[src/system_power_pkg.sv]
package system_power_pkg;

  // Register byte addresses on the peripheral bus
  localparam int unsigned ADDR_BITS = 20;
  localparam logic [19:0] SYS_STATUS_ADDR = 20'h40104;
  localparam logic [19:0] POWER_MGMT_ADDR = 20'h40400;

  // Mask byte positions: the upper byte of each half gates the lower byte
  localparam int unsigned LOW_MASK_LSB = 8;
  localparam int unsigned HIGH_MASK_LSB = 24;
  localparam int unsigned HIGH_DATA_LSB = 16;

  // System word field positions
  localparam int unsigned SYS_CORE_RESET_BIT = 5;
  localparam int unsigned SYS_IDLE_SEL_BIT = 4;
  localparam int unsigned SYS_LOWPOWER_FLAG_BIT = 3;
  localparam int unsigned SYS_WATCHDOG_FLAG_BIT = 2;
  localparam int unsigned SYS_BROWNOUT_FLAG_BIT = 0;

  // Power word field positions
  localparam int unsigned PWR_VSEL_LSB = 18;
  localparam int unsigned PWR_MODE_LSB = 16;
  localparam int unsigned PWR_BANDGAP_BIT = 4;
  localparam int unsigned PWR_GND_SEL_BIT = 3;
  localparam int unsigned PWR_CHARGE_PUMP_BIT = 2;
  localparam int unsigned PWR_REF_BUF_BIT = 1;
  localparam int unsigned PWR_CORE_LP_BIT = 0;

  // Reset values
  localparam logic BROWNOUT_FLAG_RESET = 1'b1;
  localparam logic [1:0] FIELD2_RESET = 2'h0;
  localparam logic BIT_RESET = 1'b0;
  localparam logic [31:0] WORD_ZERO = 32'h0000_0000;

  // Regulator voltage select codes
  localparam logic [1:0] VSEL_2V4 = 2'h0;
  localparam logic [1:0] VSEL_2V7 = 2'h1;
  localparam logic [1:0] VSEL_3V0 = 2'h2;
  localparam logic [1:0] VSEL_3V3 = 2'h3;

  // Analog-supply regulator mode codes
  localparam logic [1:0] REG_MODE_HIGH_Z = 2'h0;
  localparam logic [1:0] REG_MODE_SHORT_MAIN = 2'h1;
  localparam logic [1:0] REG_MODE_PULL_DOWN = 2'h2;
  localparam logic [1:0] REG_MODE_REGULATE = 2'h3;

  // Outputs that steer the analog power circuits
  typedef struct packed {
    logic [1:0] analog_supply_voltage_sel;
    logic [1:0] analog_regulator_mode;
    logic bandgap_enable;
    logic analog_ground_select;
    logic charge_pump_enable;
    logic ref_out_buffer_enable;
    logic core_regulator_low_power;
  } power_ctrl_t;

  // One-cycle event pulses from the rest of the chip
  typedef struct packed {
    logic core_reset_event;
    logic lowpower_entry_event;
    logic watchdog_event;
    logic ext_reset_event;
  } sys_event_t;

  // Reset hold sequencer states
  typedef enum logic [1:0] {
    HOLD_RUN = 2'b01,
    HOLD_BROWNOUT = 2'b10
  } hold_state_t;

endpackage : system_power_pkg

[src/system_power_control_regs.sv]
`timescale 1ns/10ps

module system_power_control_regs #(
  parameter int unsigned ADDR_W = 20 // Peripheral bus address width
) (
  input wire logic sys_clk,
  input wire logic reset_n,
  input wire logic psel,
  input wire logic penable,
  input wire logic pwrite,
  input wire logic [ADDR_W-1:0] paddr,
  input wire logic [31:0] pwdata,
  output logic [31:0] prdata,
  output logic pready,
  output logic pslverr,
  input wire system_power_pkg::sys_event_t sys_events,
  input wire logic brownout_detector_low,
  input wire logic supply_above_1v8,
  output logic lowpower_mode_idle,
  output system_power_pkg::power_ctrl_t power_ctrl,
  output logic system_reset_n
);

  // Refuse address widths that cannot reach both registers
  if (ADDR_W < system_power_pkg::ADDR_BITS) begin : g_addr_check
    $error("ADDR_W too small for register map");
  end

  // Merge masked data into one byte, keeping bits whose mask is clear
  function automatic logic [7:0] masked_byte(input logic [7:0] old_val, input logic [7:0] data,
                                             input logic [7:0] mask);
    masked_byte = (old_val & ~mask) | (data & mask);
  endfunction : masked_byte

  logic core_reset_flag_reg; // Core reset has happened
  logic lowpower_entry_flag_reg; // System has been in sleep or idle
  logic watchdog_flag_reg; // Watchdog reset or interrupt seen
  logic brownout_flag_reg; // Low-voltage reset seen
  logic brownout_start; // Pulse at the start of a brown-out hold
  logic sel_sys; // Address hits the system word
  logic sel_pwr; // Address hits the power word
  logic wr_en; // Access phase of a write
  logic setup_phase; // Setup phase of any access
  logic [7:0] low_mask; // Mask gating bits 7:0
  logic [7:0] high_mask; // Mask gating bits 23:16
  logic [7:0] sys_low_new; // System low byte after masking
  logic [7:0] sys_low_cur; // System low byte as it stands
  logic [7:0] pwr_low_new; // Power low byte after masking
  logic [7:0] pwr_high_new; // Power high byte after masking
  logic [7:0] pwr_low_cur; // Power low byte as it stands
  logic [7:0] pwr_high_cur; // Power high byte as it stands
  logic [31:0] prdata_next; // Read data for the coming access phase

  // Address decode and bus phases
  always_comb begin
    sel_sys = 1'b0;
    sel_pwr = 1'b0;
    if (paddr == ADDR_W'(system_power_pkg::SYS_STATUS_ADDR)) begin
      sel_sys = 1'b1;
    end else if (paddr == ADDR_W'(system_power_pkg::POWER_MGMT_ADDR)) begin
      sel_pwr = 1'b1;
    end
  end

  assign wr_en = psel && penable && pwrite && pready;
  assign setup_phase = psel && !penable;
  assign low_mask = pwdata[system_power_pkg::LOW_MASK_LSB +: 8];
  assign high_mask = pwdata[system_power_pkg::HIGH_MASK_LSB +: 8];

  // Current contents gathered into bytes
  assign sys_low_cur = {2'h0, core_reset_flag_reg, lowpower_mode_idle, lowpower_entry_flag_reg,
                        watchdog_flag_reg, 1'b0, brownout_flag_reg};
  assign pwr_high_cur = {4'h0, power_ctrl.analog_supply_voltage_sel, power_ctrl.analog_regulator_mode};
  assign pwr_low_cur = {3'h0, power_ctrl.bandgap_enable, power_ctrl.analog_ground_select,
                        power_ctrl.charge_pump_enable, power_ctrl.ref_out_buffer_enable,
                        power_ctrl.core_regulator_low_power};

  // Only mask-enabled bits take the written value
  assign sys_low_new = masked_byte(sys_low_cur, pwdata[7:0], low_mask);
  assign pwr_low_new = masked_byte(pwr_low_cur, pwdata[7:0], low_mask);
  assign pwr_high_new = masked_byte(pwr_high_cur, pwdata[system_power_pkg::HIGH_DATA_LSB +: 8],
                                    high_mask);

  // Brown-out reset hold and its start pulse
  brownout_reset_hold u_hold (
    .sys_clk(sys_clk),
    .reset_n(reset_n),
    .brownout_detector_low(brownout_detector_low),
    .system_reset_n(system_reset_n),
    .brownout_start(brownout_start)
  );

  // Bus is always ready once out of reset
  always_ff @(posedge sys_clk or negedge reset_n) begin
    if (!reset_n) begin
      pready <= 1'b0;
    end else begin
      pready <= 1'b1;
    end
  end

  // Read data and error captured in setup phase, shown in access phase
  always_comb begin
    prdata_next = system_power_pkg::WORD_ZERO;
    if (sel_sys) begin
      prdata_next[7:0] = sys_low_cur;
    end else if (sel_pwr) begin
      prdata_next[system_power_pkg::HIGH_DATA_LSB +: 8] = pwr_high_cur;
      prdata_next[7:0] = pwr_low_cur;
    end
  end

  // Read data register
  always_ff @(posedge sys_clk or negedge reset_n) begin
    if (!reset_n) begin
      prdata <= system_power_pkg::WORD_ZERO;
    end else if (setup_phase) begin
      prdata <= prdata_next;
    end
  end

  // Unmapped addresses answer with an error
  always_ff @(posedge sys_clk or negedge reset_n) begin
    if (!reset_n) begin
      pslverr <= 1'b0;
    end else if (setup_phase) begin
      pslverr <= !(sel_sys || sel_pwr);
    end
  end

  // Sleep or idle select, fully software owned
  always_ff @(posedge sys_clk or negedge reset_n) begin
    if (!reset_n) begin
      lowpower_mode_idle <= system_power_pkg::BIT_RESET;
    end else if (wr_en && sel_sys) begin
      lowpower_mode_idle <= sys_low_new[system_power_pkg::SYS_IDLE_SEL_BIT];
    end
  end

  // Core reset flag: hardware sets, software writing zero clears, set wins
  always_ff @(posedge sys_clk or negedge reset_n) begin
    if (!reset_n) begin
      core_reset_flag_reg <= system_power_pkg::BIT_RESET;
    end else if (sys_events.core_reset_event) begin
      core_reset_flag_reg <= 1'b1;
    end else if (wr_en && sel_sys && !sys_low_new[system_power_pkg::SYS_CORE_RESET_BIT]) begin
      core_reset_flag_reg <= 1'b0;
    end
  end

  // Low-power entry flag: cleared by brown-out or reset circuit
  always_ff @(posedge sys_clk or negedge reset_n) begin
    if (!reset_n) begin
      lowpower_entry_flag_reg <= system_power_pkg::BIT_RESET;
    end else if (sys_events.lowpower_entry_event) begin
      lowpower_entry_flag_reg <= 1'b1;
    end else if (brownout_start) begin
      lowpower_entry_flag_reg <= 1'b0;
    end else if (wr_en && sel_sys && !sys_low_new[system_power_pkg::SYS_LOWPOWER_FLAG_BIT]) begin
      lowpower_entry_flag_reg <= 1'b0;
    end
  end

  // Watchdog flag: cleared by brown-out or external reset
  always_ff @(posedge sys_clk or negedge reset_n) begin
    if (!reset_n) begin
      watchdog_flag_reg <= system_power_pkg::BIT_RESET;
    end else if (sys_events.watchdog_event) begin
      watchdog_flag_reg <= 1'b1;
    end else if (brownout_start || sys_events.ext_reset_event) begin
      watchdog_flag_reg <= 1'b0;
    end else if (wr_en && sel_sys && !sys_low_new[system_power_pkg::SYS_WATCHDOG_FLAG_BIT]) begin
      watchdog_flag_reg <= 1'b0;
    end
  end

  // Brown-out flag: set by low supply, self-clears once above 1.8V
  always_ff @(posedge sys_clk or negedge reset_n) begin
    if (!reset_n) begin
      brownout_flag_reg <= system_power_pkg::BROWNOUT_FLAG_RESET;
    end else if (brownout_detector_low) begin
      brownout_flag_reg <= 1'b1;
    end else if (supply_above_1v8) begin
      brownout_flag_reg <= 1'b0;
    end else if (wr_en && sel_sys && !sys_low_new[system_power_pkg::SYS_BROWNOUT_FLAG_BIT]) begin
      brownout_flag_reg <= 1'b0;
    end
  end

  // Analog-supply regulator fields from the power high byte
  always_ff @(posedge sys_clk or negedge reset_n) begin
    if (!reset_n) begin
      power_ctrl.analog_supply_voltage_sel <= system_power_pkg::FIELD2_RESET;
      power_ctrl.analog_regulator_mode <= system_power_pkg::FIELD2_RESET;
    end else if (wr_en && sel_pwr) begin
      // Voltage code 2.4/2.7/3.0/3.3V
      power_ctrl.analog_supply_voltage_sel <=
        pwr_high_new[system_power_pkg::PWR_VSEL_LSB - system_power_pkg::HIGH_DATA_LSB +: 2];
      // High-Z, short to main supply, pull-down, regulate
      power_ctrl.analog_regulator_mode <=
        pwr_high_new[system_power_pkg::PWR_MODE_LSB - system_power_pkg::HIGH_DATA_LSB +: 2];
    end
  end

  // Analog enables and selects from the power low byte
  always_ff @(posedge sys_clk or negedge reset_n) begin
    if (!reset_n) begin
      power_ctrl.bandgap_enable <= system_power_pkg::BIT_RESET;
      power_ctrl.analog_ground_select <= system_power_pkg::BIT_RESET;
      power_ctrl.charge_pump_enable <= system_power_pkg::BIT_RESET;
      power_ctrl.ref_out_buffer_enable <= system_power_pkg::BIT_RESET;
      power_ctrl.core_regulator_low_power <= system_power_pkg::BIT_RESET;
    end else if (wr_en && sel_pwr) begin
      power_ctrl.bandgap_enable <= pwr_low_new[system_power_pkg::PWR_BANDGAP_BIT];
      power_ctrl.analog_ground_select <= pwr_low_new[system_power_pkg::PWR_GND_SEL_BIT];
      power_ctrl.charge_pump_enable <= pwr_low_new[system_power_pkg::PWR_CHARGE_PUMP_BIT];
      power_ctrl.ref_out_buffer_enable <= pwr_low_new[system_power_pkg::PWR_REF_BUF_BIT];
      // Software drives this around standby entry and wake-up
      power_ctrl.core_regulator_low_power <= pwr_low_new[system_power_pkg::PWR_CORE_LP_BIT];
    end
  end

endmodule : system_power_control_regs

[src/brownout_reset_hold.sv]
`timescale 1ns/10ps

// Holds the system in reset while the detector reports low supply
module brownout_reset_hold (
  input wire logic sys_clk,
  input wire logic reset_n,
  input wire logic brownout_detector_low,
  output logic system_reset_n,
  output logic brownout_start
);

  system_power_pkg::hold_state_t state_reg; // Sequencer state
  system_power_pkg::hold_state_t state_next; // Next sequencer state

  // Next state: enter hold on low supply, leave once supply recovers
  always_comb begin
    state_next = state_reg;
    case (state_reg)
      system_power_pkg::HOLD_RUN: begin
        if (brownout_detector_low) begin
          state_next = system_power_pkg::HOLD_BROWNOUT;
        end
      end
      system_power_pkg::HOLD_BROWNOUT: begin
        if (!brownout_detector_low) begin
          state_next = system_power_pkg::HOLD_RUN;
        end
      end
      default: begin
        state_next = system_power_pkg::HOLD_RUN;
      end
    endcase
  end

  // State register
  always_ff @(posedge sys_clk or negedge reset_n) begin
    if (!reset_n) begin
      state_reg <= system_power_pkg::HOLD_RUN;
    end else begin
      state_reg <= state_next;
    end
  end

  // Reset output stays low for the whole brown-out hold
  always_ff @(posedge sys_clk or negedge reset_n) begin
    if (!reset_n) begin
      system_reset_n <= 1'b0;
    end else begin
      system_reset_n <= (state_next == system_power_pkg::HOLD_RUN);
    end
  end

  // One-cycle pulse when a brown-out hold begins
  always_ff @(posedge sys_clk or negedge reset_n) begin
    if (!reset_n) begin
      brownout_start <= 1'b0;
    end else begin
      brownout_start <= (state_reg == system_power_pkg::HOLD_RUN) && brownout_detector_low;
    end
  end

endmodule : brownout_reset_hold

[config.mk]
export PLATFORM = sky130hd
export DESIGN_NAME = system_power_control_regs
export DESIGN_NICKNAME = d
export VERILOG_FILES = /design/src/system_power_pkg.sv /design/src/system_power_control_regs.sv /design/src/brownout_reset_hold.sv
export SDC_FILE = /design/constraint.sdc
export NUM_CORES = 1
export LEC_CHECK = 0
export BUFFER_PORTS_ARGS = -buffer_cell sky130_fd_sc_hd__buf_2
export CAP_MARGIN = 15
export CORE_MARGIN = 2
export CORE_UTILIZATION = 42
export DETAILED_ROUTE_END_ITERATION = 12
export PLACE_DENSITY = 0.8
export SLEW_MARGIN = 20
export SYNTH_ARGS = -nofsm -noshare
export SYNTH_HDL_FRONTEND = slang
export SYNTH_HIERARCHICAL = 1
export SYNTH_SLANG_ARGS = --single-unit
[constraint.sdc]
create_clock -name sys_clk -period 1.85 [get_ports sys_clk]
set_input_delay 0.37 -clock sys_clk [delete_from_list [all_inputs] [get_ports sys_clk]]
set_output_delay 0.37 -clock sys_clk [all_outputs]
set_load 0.02 [all_outputs]
==> key figures, run 1 <==
Outcome
  – Status: finished, final reports clean

Floorplanning
  – DIE AREA: 4390 um^2
  – Die width: 66.2 um
  – Num rows: 22
  – Die height: 66.2 um
  – Core area: 3690 um^2
  – Starting Density: 44.1%
  – Num ports: 108

Layout
  – Area growth syn-to-layout: 29.0%
  – Sequential cell area: 753 um^2
  – Share of cells above drive strength 1: 45.1%
  – Final Net Count: 297
  – # fillers: 363
  – Multi-input logic area: 746 um^2
  – # diodes: 0

STA
  – Minimum clock period: 1.73 ns
  – Final hold slack: 0.126 ns
  – Fin. Hold Viols: 0
  – RSZ-0062 raised after global routing: no
  – Slew headroom: 56.3%
  – Clk_skew: 0.00360 ns
  – Setup TNS: 0 ns
  – Share of the clock period used by the worst path: 93.6%
  – Worst-Margin Slew: 0.655 ns
  – Fmax: 577 MHz
  – Final Slew Violations: 0
  – Setup violations, final: 0

Critical path
  – Worst EP arrival: 1.88 ns
  – Crit-path max FO: 9
  – Biggest cell delay along the critical path: 0.54 ns
  – Crit end category: flip-flop
  – Critical Path, Cell by Cell: buf_2, or4_4, nor3_2, buf_4, nand3_1, mux2_1
  – Worst path required time: 2.00 ns
  – Reg-to-reg startpoint: pready
  – Reg2Reg Depth: 5
  – Worst path slowest cell: or4_4
  – Setup CP Type: in -> reg
  – Kind of start point of the critical path: input pin
  – Reg2reg setup slack: 0.35 ns

Placement
  – Dpl hpwl: 2.89 mm
  – GPL Wtd Cong: 0.757
  – Port bufs: 73

Power and ir drop
  – Cell Pwr Density: 807 nW/um^2
  – Max VDD drop: 0.000559 V
  – P_leak: 1.13 nW

Hold path
  – Worst Hold Class: in -> async

Synth
  – Average size of a mapped cell: 11.1 um^2
  – Register area share after synthesis: 46.3%
  – Yosys Warn Count: 6
  – Ys flop type: dfrtp_1
  – Top cells by area, synth: dfrtp_1 (43%), buf_4 (10%), mux2_1 (5.5%)
  – Yosys top cell by area: dfrtp_1
  – Cells after Synth: 147
  – Async S/R FF share, synth: 100%
  – EDFF count, synth: 0
  – Post-synth cell types: 43
  – Seq cells post-synth: 30
  – Mapped cell area: 1630 um^2
  – Yosys top cell area share: 43.1%

Global routing
  – Largest net degree at the start of global routing: 31
  – Total GRT Usage: 17.5%
  – First-pass GRT wire length: 5.79 mm
  – Global route total overflow: 0
  – Initial antenna violation count: 0
  – Number of global-route vias before repair: 1316

CTS
  – CTS Root Cell: clkbuf_8
  – Latest clock arrival within the worst-skew pair: 0.27 ns
  – Clock transition at the registers of the reported paths: 0.06 ns
  – CTS sink count: 30
  – Deepest level of the CTS H-tree: 2
  – Post-CTS resize count: 0
  – Max Root-Sink Buffers: 2
  – CTS Hold Bufs: 0
  – CTS tree: yes
  – Num CTS Buffers: 5
  – Postcts setup bufs: 0

Detailed routing
  – Via count: 1344
  – DR pass1 iterations: 4
  – Initial DRC count: 59
  – Total Wirelength: 3.53 mm
  – ANT nets after route: 0
  – Routed WL per cell: 12.6 um
  – Drt drc: 0
  – Vias per cell: 4.78

Run
  – Max-cap viol count: 0
==> cells by family (layout without fill, tap and decap cells) <==
family	after synthesis	after routing	synth area share, %
adders and majority gates	2	2	1.54
DFF	30	30	46.3
buffers and inverters	29	94	12.7
and+or+nand+nor	47	47	20.2
AOI/OAI and AO/OA	27	27	11.6
other	2	23	0.462
muxes	10	10	7.15
==> per-layer routing <==
layer	vias up	wire length (um)	share of wire, %	GRT usage (%)
li1	661	-	-	-
met1	631	1420	40	19.1
met2	50	1870	53	32.6
met3	2	222	6.3	5.28
met4	0	15	0.42	4.59
met5	-	0	0	0
==> final cells by class <==
cell class | instances | share of cell area (%)
clock buffer | 7 | 4.11
clock inverter | 1 | 0.239
inverter | 4 | 0.716
multi-input combinational | 109 | 35.5
sequential | 30 | 35.9
tap | 48 | 2.86
timing repair buffer | 82 | 20.6
==> Yosys cell counts (2+ instances only) <==
cell type,count
dfrtp_1,28
buf_4,22
a21oi_1,10
nand3_1,10
mux2_1,8
a22o_1,6
nor2_1,5
nor3b_1,5
a221o_1,4
and2_1,4
inv_1,4
nand2_1,3
and4_1,2
buf_6,2
conb_1,2
dfstp_2,2
ha_1,2
nor3_1,2
o21ai_0,2
==> where the power goes <==
group / switching [mW] / leakage (nW) / internal [mW]
combinational: 0.228 / 0.693 / 0.169
sequential: 0.0506 / 0.391 / 0.723
clock: 0.223 / 0.0482 / 0.299
==> layout by cell type (no fill, tap or decap), types with 2 or more instances in the layout <==
master,n
nor2_1,5
a22o_1,6
ha_1,2
o21ai_0,2
clkbuf_8,6
and2_1,4
nand2_1,3
dfrtp_1,28
and4_1,2
conb_1,23
nor3b_1,5
buf_2,73
nor3_1,2
dfstp_2,2
a221o_1,4
nand3_1,10
a21oi_1,10
inv_1,4
buf_4,9
mux2_1,8
==> stage by stage <==
step / worst slack (ns) / cell area [um^2] / util [%] / total power, mW / instances
2_1_floorplan: 0.0724 / 1710 / - / 1.08 / 168
3_3_place_gp: -0.154 / 2010 / 54.4 / 1.17 / 273
3_5_place_dp: -0.170 / 2010 / 54.4 / 1.19 / 273
5_1_grt: 0.0764 / 2100 / 56.9 / 1.81 / 281
4_1_cts: 0.114 / 2100 / 56.9 / 1.72 / 281
6_report: 0.118 / 2100 / 56.9 / 1.69 / 281
==> worst max-delay path by stage <==
stage / slack, ns / from / to
floorplan: 0.07 / paddr[5] / flip-flop
global placement: -0.15 / paddr[5] / prdata[4]
detailed placement: -0.17 / paddr[5] / flip-flop
CTS: 0.11 / paddr[5] / flip-flop
global route: 0.08 / paddr[5] / flip-flop
finish: 0.12 / paddr[5] / flip-flop
==> worst max-delay path: cells and delay by family <==
family,cells,cell delay (ns)
buffers and inverters,2,0.30
muxes,1,0.32
and+or+nand+nor,3,0.87
No activity file was read; power rests on OpenSTA's default activity.
==> run 2: changes to the inputs <==
--- a/config.mk
+++ b/config.mk
@@ -5,12 +5,13 @@
 export SDC_FILE = /design/constraint.sdc
 export NUM_CORES = 1
 export LEC_CHECK = 0
+export ABC_AREA = 1
 export BUFFER_PORTS_ARGS = -buffer_cell sky130_fd_sc_hd__buf_2
 export CAP_MARGIN = 15
 export CORE_MARGIN = 2
-export CORE_UTILIZATION = 42
+export CORE_UTILIZATION = 45
 export DETAILED_ROUTE_END_ITERATION = 12
-export PLACE_DENSITY = 0.8
+export PLACE_DENSITY = 0.81
 export SLEW_MARGIN = 20
 export SYNTH_ARGS = -nofsm -noshare
 export SYNTH_HDL_FRONTEND = slang
==> run 2 against run 1 <==
Against the previous run: combinational power up 8.6%; synthesized cell count is 78% higher; hold slack worse by 0.023 ns; clock-buffer cell count down 1; total power down 0.29%; clock skew increased by 0.0031 ns; die area up 12%; non-clock buffer count is 7 lower; utilization shrank 1.0 points; sequential cell count is the same; largest cell class is now multi-input gates; largest power group unchanged.
==> key figures, run 2 <==
STA
  – Minimum clock period: 1.25 ns
  – Fmax: 797 MHz
  – Setup TNS: 0 ns
  – Slew headroom: 57.7%
  – Share of the clock period used by the worst path: 67.8%
  – Clk_skew: 0.00674 ns
  – Fin. Hold Viols: 0
  – Final Slew Violations: 0
  – Worst-Margin Slew: 0.635 ns
  – RSZ-0062 raised after global routing: no
  – Setup violations, final: 0
  – Final hold slack: 0.103 ns

Layout
  – Final Net Count: 404
  – # fillers: 422
  – # diodes: 0
  – Commonest non-fill, non-tap cell in the layout: nand2_1
  – Share of cells above drive strength 1: 32.1%
  – Final Non-Filler Cells: 392
  – Most frequent cells in the layout: nand2_1 (78), buf_2 (73), inv_1 (35)
  – Area growth syn-to-layout: 21.4%

Floorplanning
  – Core area: 4260 um^2
  – Starting Density: 46.0%
  – Num ports: 108
  – DIE AREA: 4900 um^2
  – Die height: 70.0 um
  – Die width: 70.0 um
  – Num rows: 24

Synth
  – Mapped cell area: 1960 um^2
  – Seq cells post-synth: 30
  – Post-synth cell types: 24
  – Top cells by area, synth: dfrtp_1 (36%), nand2_1 (15%), buf_4 (8.8%)
  – Count leader, synth: nand2_1
  – Yosys Warn Count: 6
  – Async S/R FF share, synth: 100%
  – Ys flop type: dfrtp_1
  – Yosys top cell area share: 35.7%
  – Average size of a mapped cell: 7.49 um^2
  – EDFF count, synth: 0
  – Cells after Synth: 262
  – Yosys top cell by area: dfrtp_1
  – Register area share after synthesis: 38.4%
  – Commonest cells post-synth: nand2_1 (78), inv_1 (35), dfrtp_1 (28)

Global routing
  – First-pass GRT wire length: 7.18 mm
  – Total GRT Usage: 18.2%
  – Largest net degree at the start of global routing: 31
  – Global route total overflow: 0
  – Initial antenna violation count: 0
  – Number of global-route vias before repair: 1696

Critical path
  – Worst EP arrival: 1.43 ns
  – Kind of start point of the critical path: flip-flop
  – Setup CP Type: reg -> reg
  – End of the worst register-to-register path: u_hold/system_reset_n
  – Worst path required time: 2.02 ns
  – Reg2Reg Depth: 6
  – Reg-to-reg startpoint: u_hold/state_reg[0]
  – Crit end category: flip-flop
  – Reg2reg setup slack: 0.60 ns
  – Crit-path max FO: 3

CTS
  – Max Root-Sink Buffers: 2
  – Num CTS Buffers: 5
  – CTS tree: yes
  – CTS sink count: 30
  – CTS Hold Bufs: 0
  – Deepest level of the CTS H-tree: 2
  – CTS Root Cell: clkbuf_8
  – Postcts setup bufs: 0
  – Latest clock arrival within the worst-skew pair: 0.28 ns
  – Post-CTS resize count: 0
  – Clock transition at the registers of the reported paths: 0.07 ns

Detailed routing
  – ANT nets after route: 0
  – Via count: 1763
  – Vias per cell: 4.50
  – DR pass1 iterations: 4
  – Total Wirelength: 4.09 mm
  – Initial DRC count: 74
  – Drt drc: 0
  – Routed WL per cell: 10.4 um

Run
  – Max-cap viol count: 0

Hold path
  – Worst Hold Class: in -> async

Outcome
  – Status: finished, final reports clean

Power and ir drop
  – Cell Pwr Density: 709 nW/um^2
  – P_leak: 1.50 nW
  – Max VDD drop: 0.000476 V

Placement
  – Port bufs: 73
  – GPL Wtd Cong: 0.813
  – Placed cells: 384
  – Dpl hpwl: 3.35 mm
[run 2: changes by cell type after synthesis, moves of 6 or more]
cell     before  now
mux2_1        8    0
nand2_1       3   78
nand2_2       0    6
a21oi_1      10    0
nor2_1        5   23
nand3_1      10   20
nand4_1       1   14
inv_1         4   35
a22o_1        6    0
[run 2: cells by family after synthesis]
kind of cell | count (synthesis) | synth area share, %
AOI/OAI and AO/OA | 6 | 1.53
adders and majority gates | 2 | 1.28
buffers and inverters | 64 | 16.8
DFF | 30 | 38.4
other | 2 | 0.383
and+or+nand+nor | 158 | 41.6
[run 2: power breakdown]
part,internal (mW),switching [mW],total (mW),leakage (nW)
logic,0.155,0.277,0.431,1.07
registers,0.725,0.0358,0.761,0.392
clock network,0.260,0.236,0.496,0.0450
[run 2: worst max path at each step]
stage / slack [ns] / end / from
CTS: 0.59 / u_hold/system_reset_n / u_hold/state_reg[0]
finish: 0.60 / u_hold/system_reset_n / u_hold/state_reg[0]
floorplan: 0.61 / flip-flop / paddr[15]
global route: 0.53 / flip-flop / paddr[1]
global placement: 0.40 / flip-flop / paddr[13]
detailed placement: 0.36 / flip-flop / paddr[3]
[run 2: critical path: stages, from the launching register on]
cell and delay [ns]:
dfstp_2 0.55, inv_1 0.06, ha_1 0.30, inv_2 0.07, nand3_2 0.08, nand2_1 0.06, inv_1 0.03
[run 2: per-layer routing]
metal,vias to the layer above,global-route usage [%],routed length (um)
li1,922,-,-
met1,782,21.1,1730
met2,54,32.7,2080
met3,5,3.75,220
met4,0,7.05,60
met5,-,0,0
[run 2: final cells by class]
cell class                      count  area [um^2]  area share, %
Tap cell                           52         65.1           2.73
Clock buffer                        6         72.6           3.05
Timing Repair Buffer               75          380           16.0
Clock inverter                      2         10.0          0.420
Sequential cell                    30          753           31.6
Multi-Input combinational cell    189          957           40.2
Inverter                           38          144           6.04
[run 2: through the flow]
| step | setup slack, ns | utilization (%) | power, mW | area (um^2) |
|---|---|---|---|---|
| after CTS | 0.594 | 55.9 | 1.71 | 2380 |
| after detailed placement | 0.361 | 53.9 | 1.21 | 2300 |
| final | 0.596 | 55.9 | 1.69 | 2380 |
| after global routing | 0.526 | 55.9 | 1.81 | 2380 |
| after global placement | 0.398 | 53.9 | 1.19 | 2300 |
| after floorplan | 0.610 | - | 1.10 | 2040 |
==> run 3: changes to the inputs <==
--- a/config.mk
+++ b/config.mk
@@ -5,13 +5,13 @@
 export SDC_FILE = /design/constraint.sdc
 export NUM_CORES = 1
 export LEC_CHECK = 0
-export ABC_AREA = 1
+export ABC_AREA = 0
 export BUFFER_PORTS_ARGS = -buffer_cell sky130_fd_sc_hd__buf_2
 export CAP_MARGIN = 15
 export CORE_MARGIN = 2
-export CORE_UTILIZATION = 45
+export CORE_UTILIZATION = 42
 export DETAILED_ROUTE_END_ITERATION = 12
-export PLACE_DENSITY = 0.81
+export PLACE_DENSITY = 0.8
 export SLEW_MARGIN = 20
 export SYNTH_ARGS = -nofsm -noshare
 export SYNTH_HDL_FRONTEND = slang
==> constraint.sdc (replaced) <==
create_clock -name sys_clk -period 1.3 [get_ports sys_clk]
set_input_delay 0.26 -clock sys_clk [delete_from_list [all_inputs] [get_ports sys_clk]]
set_output_delay 0.26 -clock sys_clk [all_outputs]
set_load 0.02 [all_outputs]
==> run 3 against run 2 <==
Against the previous run: the flow now finishes with violations (negative setup slack); cell count fell by 27%; combinational power rose by 58%; global-route usage rose by 1.2 points; highest routed layer unchanged.
==> key figures, run 3 (synthesis gave the netlist of run 1 again) <==
Layout
  – # diodes: 0
  – Share of cells above drive strength 1: 52.5%
  – Most frequent cells in the layout: buf_2 (71), dfrtp_1 (27), conb_1 (23)
  – Area growth syn-to-layout: 39.7%
  – # fillers: 310
  – Post-route cell area: 2270 um^2
  – Commonest non-fill, non-tap cell in the layout: buf_2
  – Final Util: 61.6%
  – Final Net Count: 304

Placement
  – Dpl hpwl: 3.08 mm
  – Port bufs: 73
  – GPL Wtd Cong: 0.777
  – Placed cell area: 2090 um^2

Power and ir drop
  – Sequential Power Share: 43.1%
  – Max VDD drop: 0.000536 V
  – Comb power frac: 26.9%
  – Clock share of power: 30.0%
  – Sw frac: 30.0%
  – Tot Pwr: 2.54 mW
  – P_leak: 1.21 nW
  – Pint: 1.78 mW
  – Switch Pwr: 0.762 mW
  – Cell Pwr Density: 1120 nW/um^2

CTS
  – CTS sink count: 30
  – Max Root-Sink Buffers: 2
  – CTS Root Cell: clkbuf_8
  – Clock transition at the registers of the reported paths: 0.06 ns
  – Num CTS Buffers: 5
  – Latest clock arrival within the worst-skew pair: 0.28 ns
  – Deepest level of the CTS H-tree: 2
  – CTS tree: yes

STA
  – Setup TNS: -4.80 ns
  – Post-route setup slack: -0.267 ns
  – Minimum clock period: 1.57 ns
  – RSZ-0062 raised after global routing: yes
  – Setup violations, final: 25
  – Final Slew Violations: 0
  – Clk_skew: 0.00494 ns
  – Final hold slack: 0.189 ns
  – Share of the clock period used by the worst path: 121%
  – Fin. Hold Viols: 0
  – Fmax: 638 MHz

Critical path
  – Crit end category: flip-flop
  – Worst EP arrival: 1.78 ns
  – Crit-path max FO: 5
  – Setup CP Type: in -> reg
  – Kind of start point of the critical path: input pin
  – Worst path required time: 1.52 ns
  – Reg2Reg Depth: 5

Global routing
  – Total GRT Usage: 19.4%
  – Number of global-route vias before repair: 1393
  – Largest net degree at the start of global routing: 19
  – Global route total overflow: 0
  – Initial antenna violation count: 0
  – First-pass GRT wire length: 6.29 mm

Detailed routing
  – ANT nets after route: 0
  – Routed WL per cell: 13.8 um
  – Vias per cell: 4.93
  – Drt drc: 0
  – Total Wirelength: 3.97 mm
  – Initial DRC count: 76
  – DR pass1 iterations: 4
  – Via count: 1419

Floorplanning
  – Core area: 3690 um^2
  – Starting Density: 44.1%
  – Num rows: 22
  – Die height: 66.2 um
  – Num ports: 108
  – Die width: 66.2 um
  – DIE AREA: 4390 um^2

Outcome
  – Status: finished with violations
  – Failing checks: negative setup slack

Run
  – Max-cap viol count: 0

Hold path
  – Hold Path Depth: 2
  – Worst Hold Class: in -> reg
-- run 3: cell types whose count changed in the layout (fill, tap and decap cells not counted), moves of 7 or more --
cell	change
buf_4	+10
mux2_4	+7
nor2_1	-19
nand3_1	-11
a21oi_1	+7
nand4_1	-13
inv_1	-31
nand2_1	-75
-- run 3: final cells by class --
cell class,instances,area (um^2),share of cell area (%)
clock buffer,7,86.3,3.80
multi-input combinational,109,813,35.8
inverter,4,15.0,0.661
sequential,30,754,33.2
tap,48,60.1,2.64
clock inverter,1,5.00,0.220
timing repair buffer,89,538,23.7
-- run 3: per-layer routing --
metal	up-vias	track usage, %	wire length (um)
li1	671	-	-
met1	673	22.4	1530
met2	70	33.5	2090
met3	5	5.62	315
met4	0	7.40	36
met5	-	0	0
-- run 3: worst paths after layout --
path                            slack [ns]                         end       start
max in group asynchronous             0.37           brownout_flag_reg     reset_n
worst max register to register       -0.15                   flip-flop      pready
worst min register to register        0.47                     pslverr     pslverr
worst max-delay path                 -0.27                   prdata[4]    paddr[5]
min in group asynchronous             0.43  asynchronous set/reset pin     reset_n
worst min-delay path                  0.19                   flip-flop  pwdata[17]
-- run 3: what timing repair did --
item / CTS / global route
setup endpoints to repair: 26 / 28
hold endpoints to repair: 12 / 0
resized for setup: 7 / 10
setup buffers: 1 / 1
gates cloned: 0 / 0
hold buffers: 1 / 0
pin swaps: 3 / 5
-- run 3: worst max-delay path, cell delays in order --
cell and delay (ns):
buf_6 0.09, or4_4 0.56, or3_4 0.44, nor3_4 0.24, a221o_1 0.20
-- run 3: metrics by stage --
stage          instances  setup slack (ns)
2_1_floorplan        168            -0.346
3_3_place_gp         277            -0.511
3_5_place_dp         277            -0.554
4_1_cts              287            -0.253
5_1_grt              288            -0.280
6_report             288            -0.267
-- run 3: power by group through the flow --
| stage | clock [mW] | sequential (mW) | combinational (mW) |
|---|---|---|---|
| after floorplan | 0 | 1.13 | 0.418 |
| after global placement | 0 | 1.11 | 0.587 |
| after detailed placement | 0 | 1.11 | 0.613 |
| after CTS | 0.770 | 1.09 | 0.648 |
| after global routing | 0.824 | 1.11 | 0.763 |
| final | 0.762 | 1.09 | 0.683 |
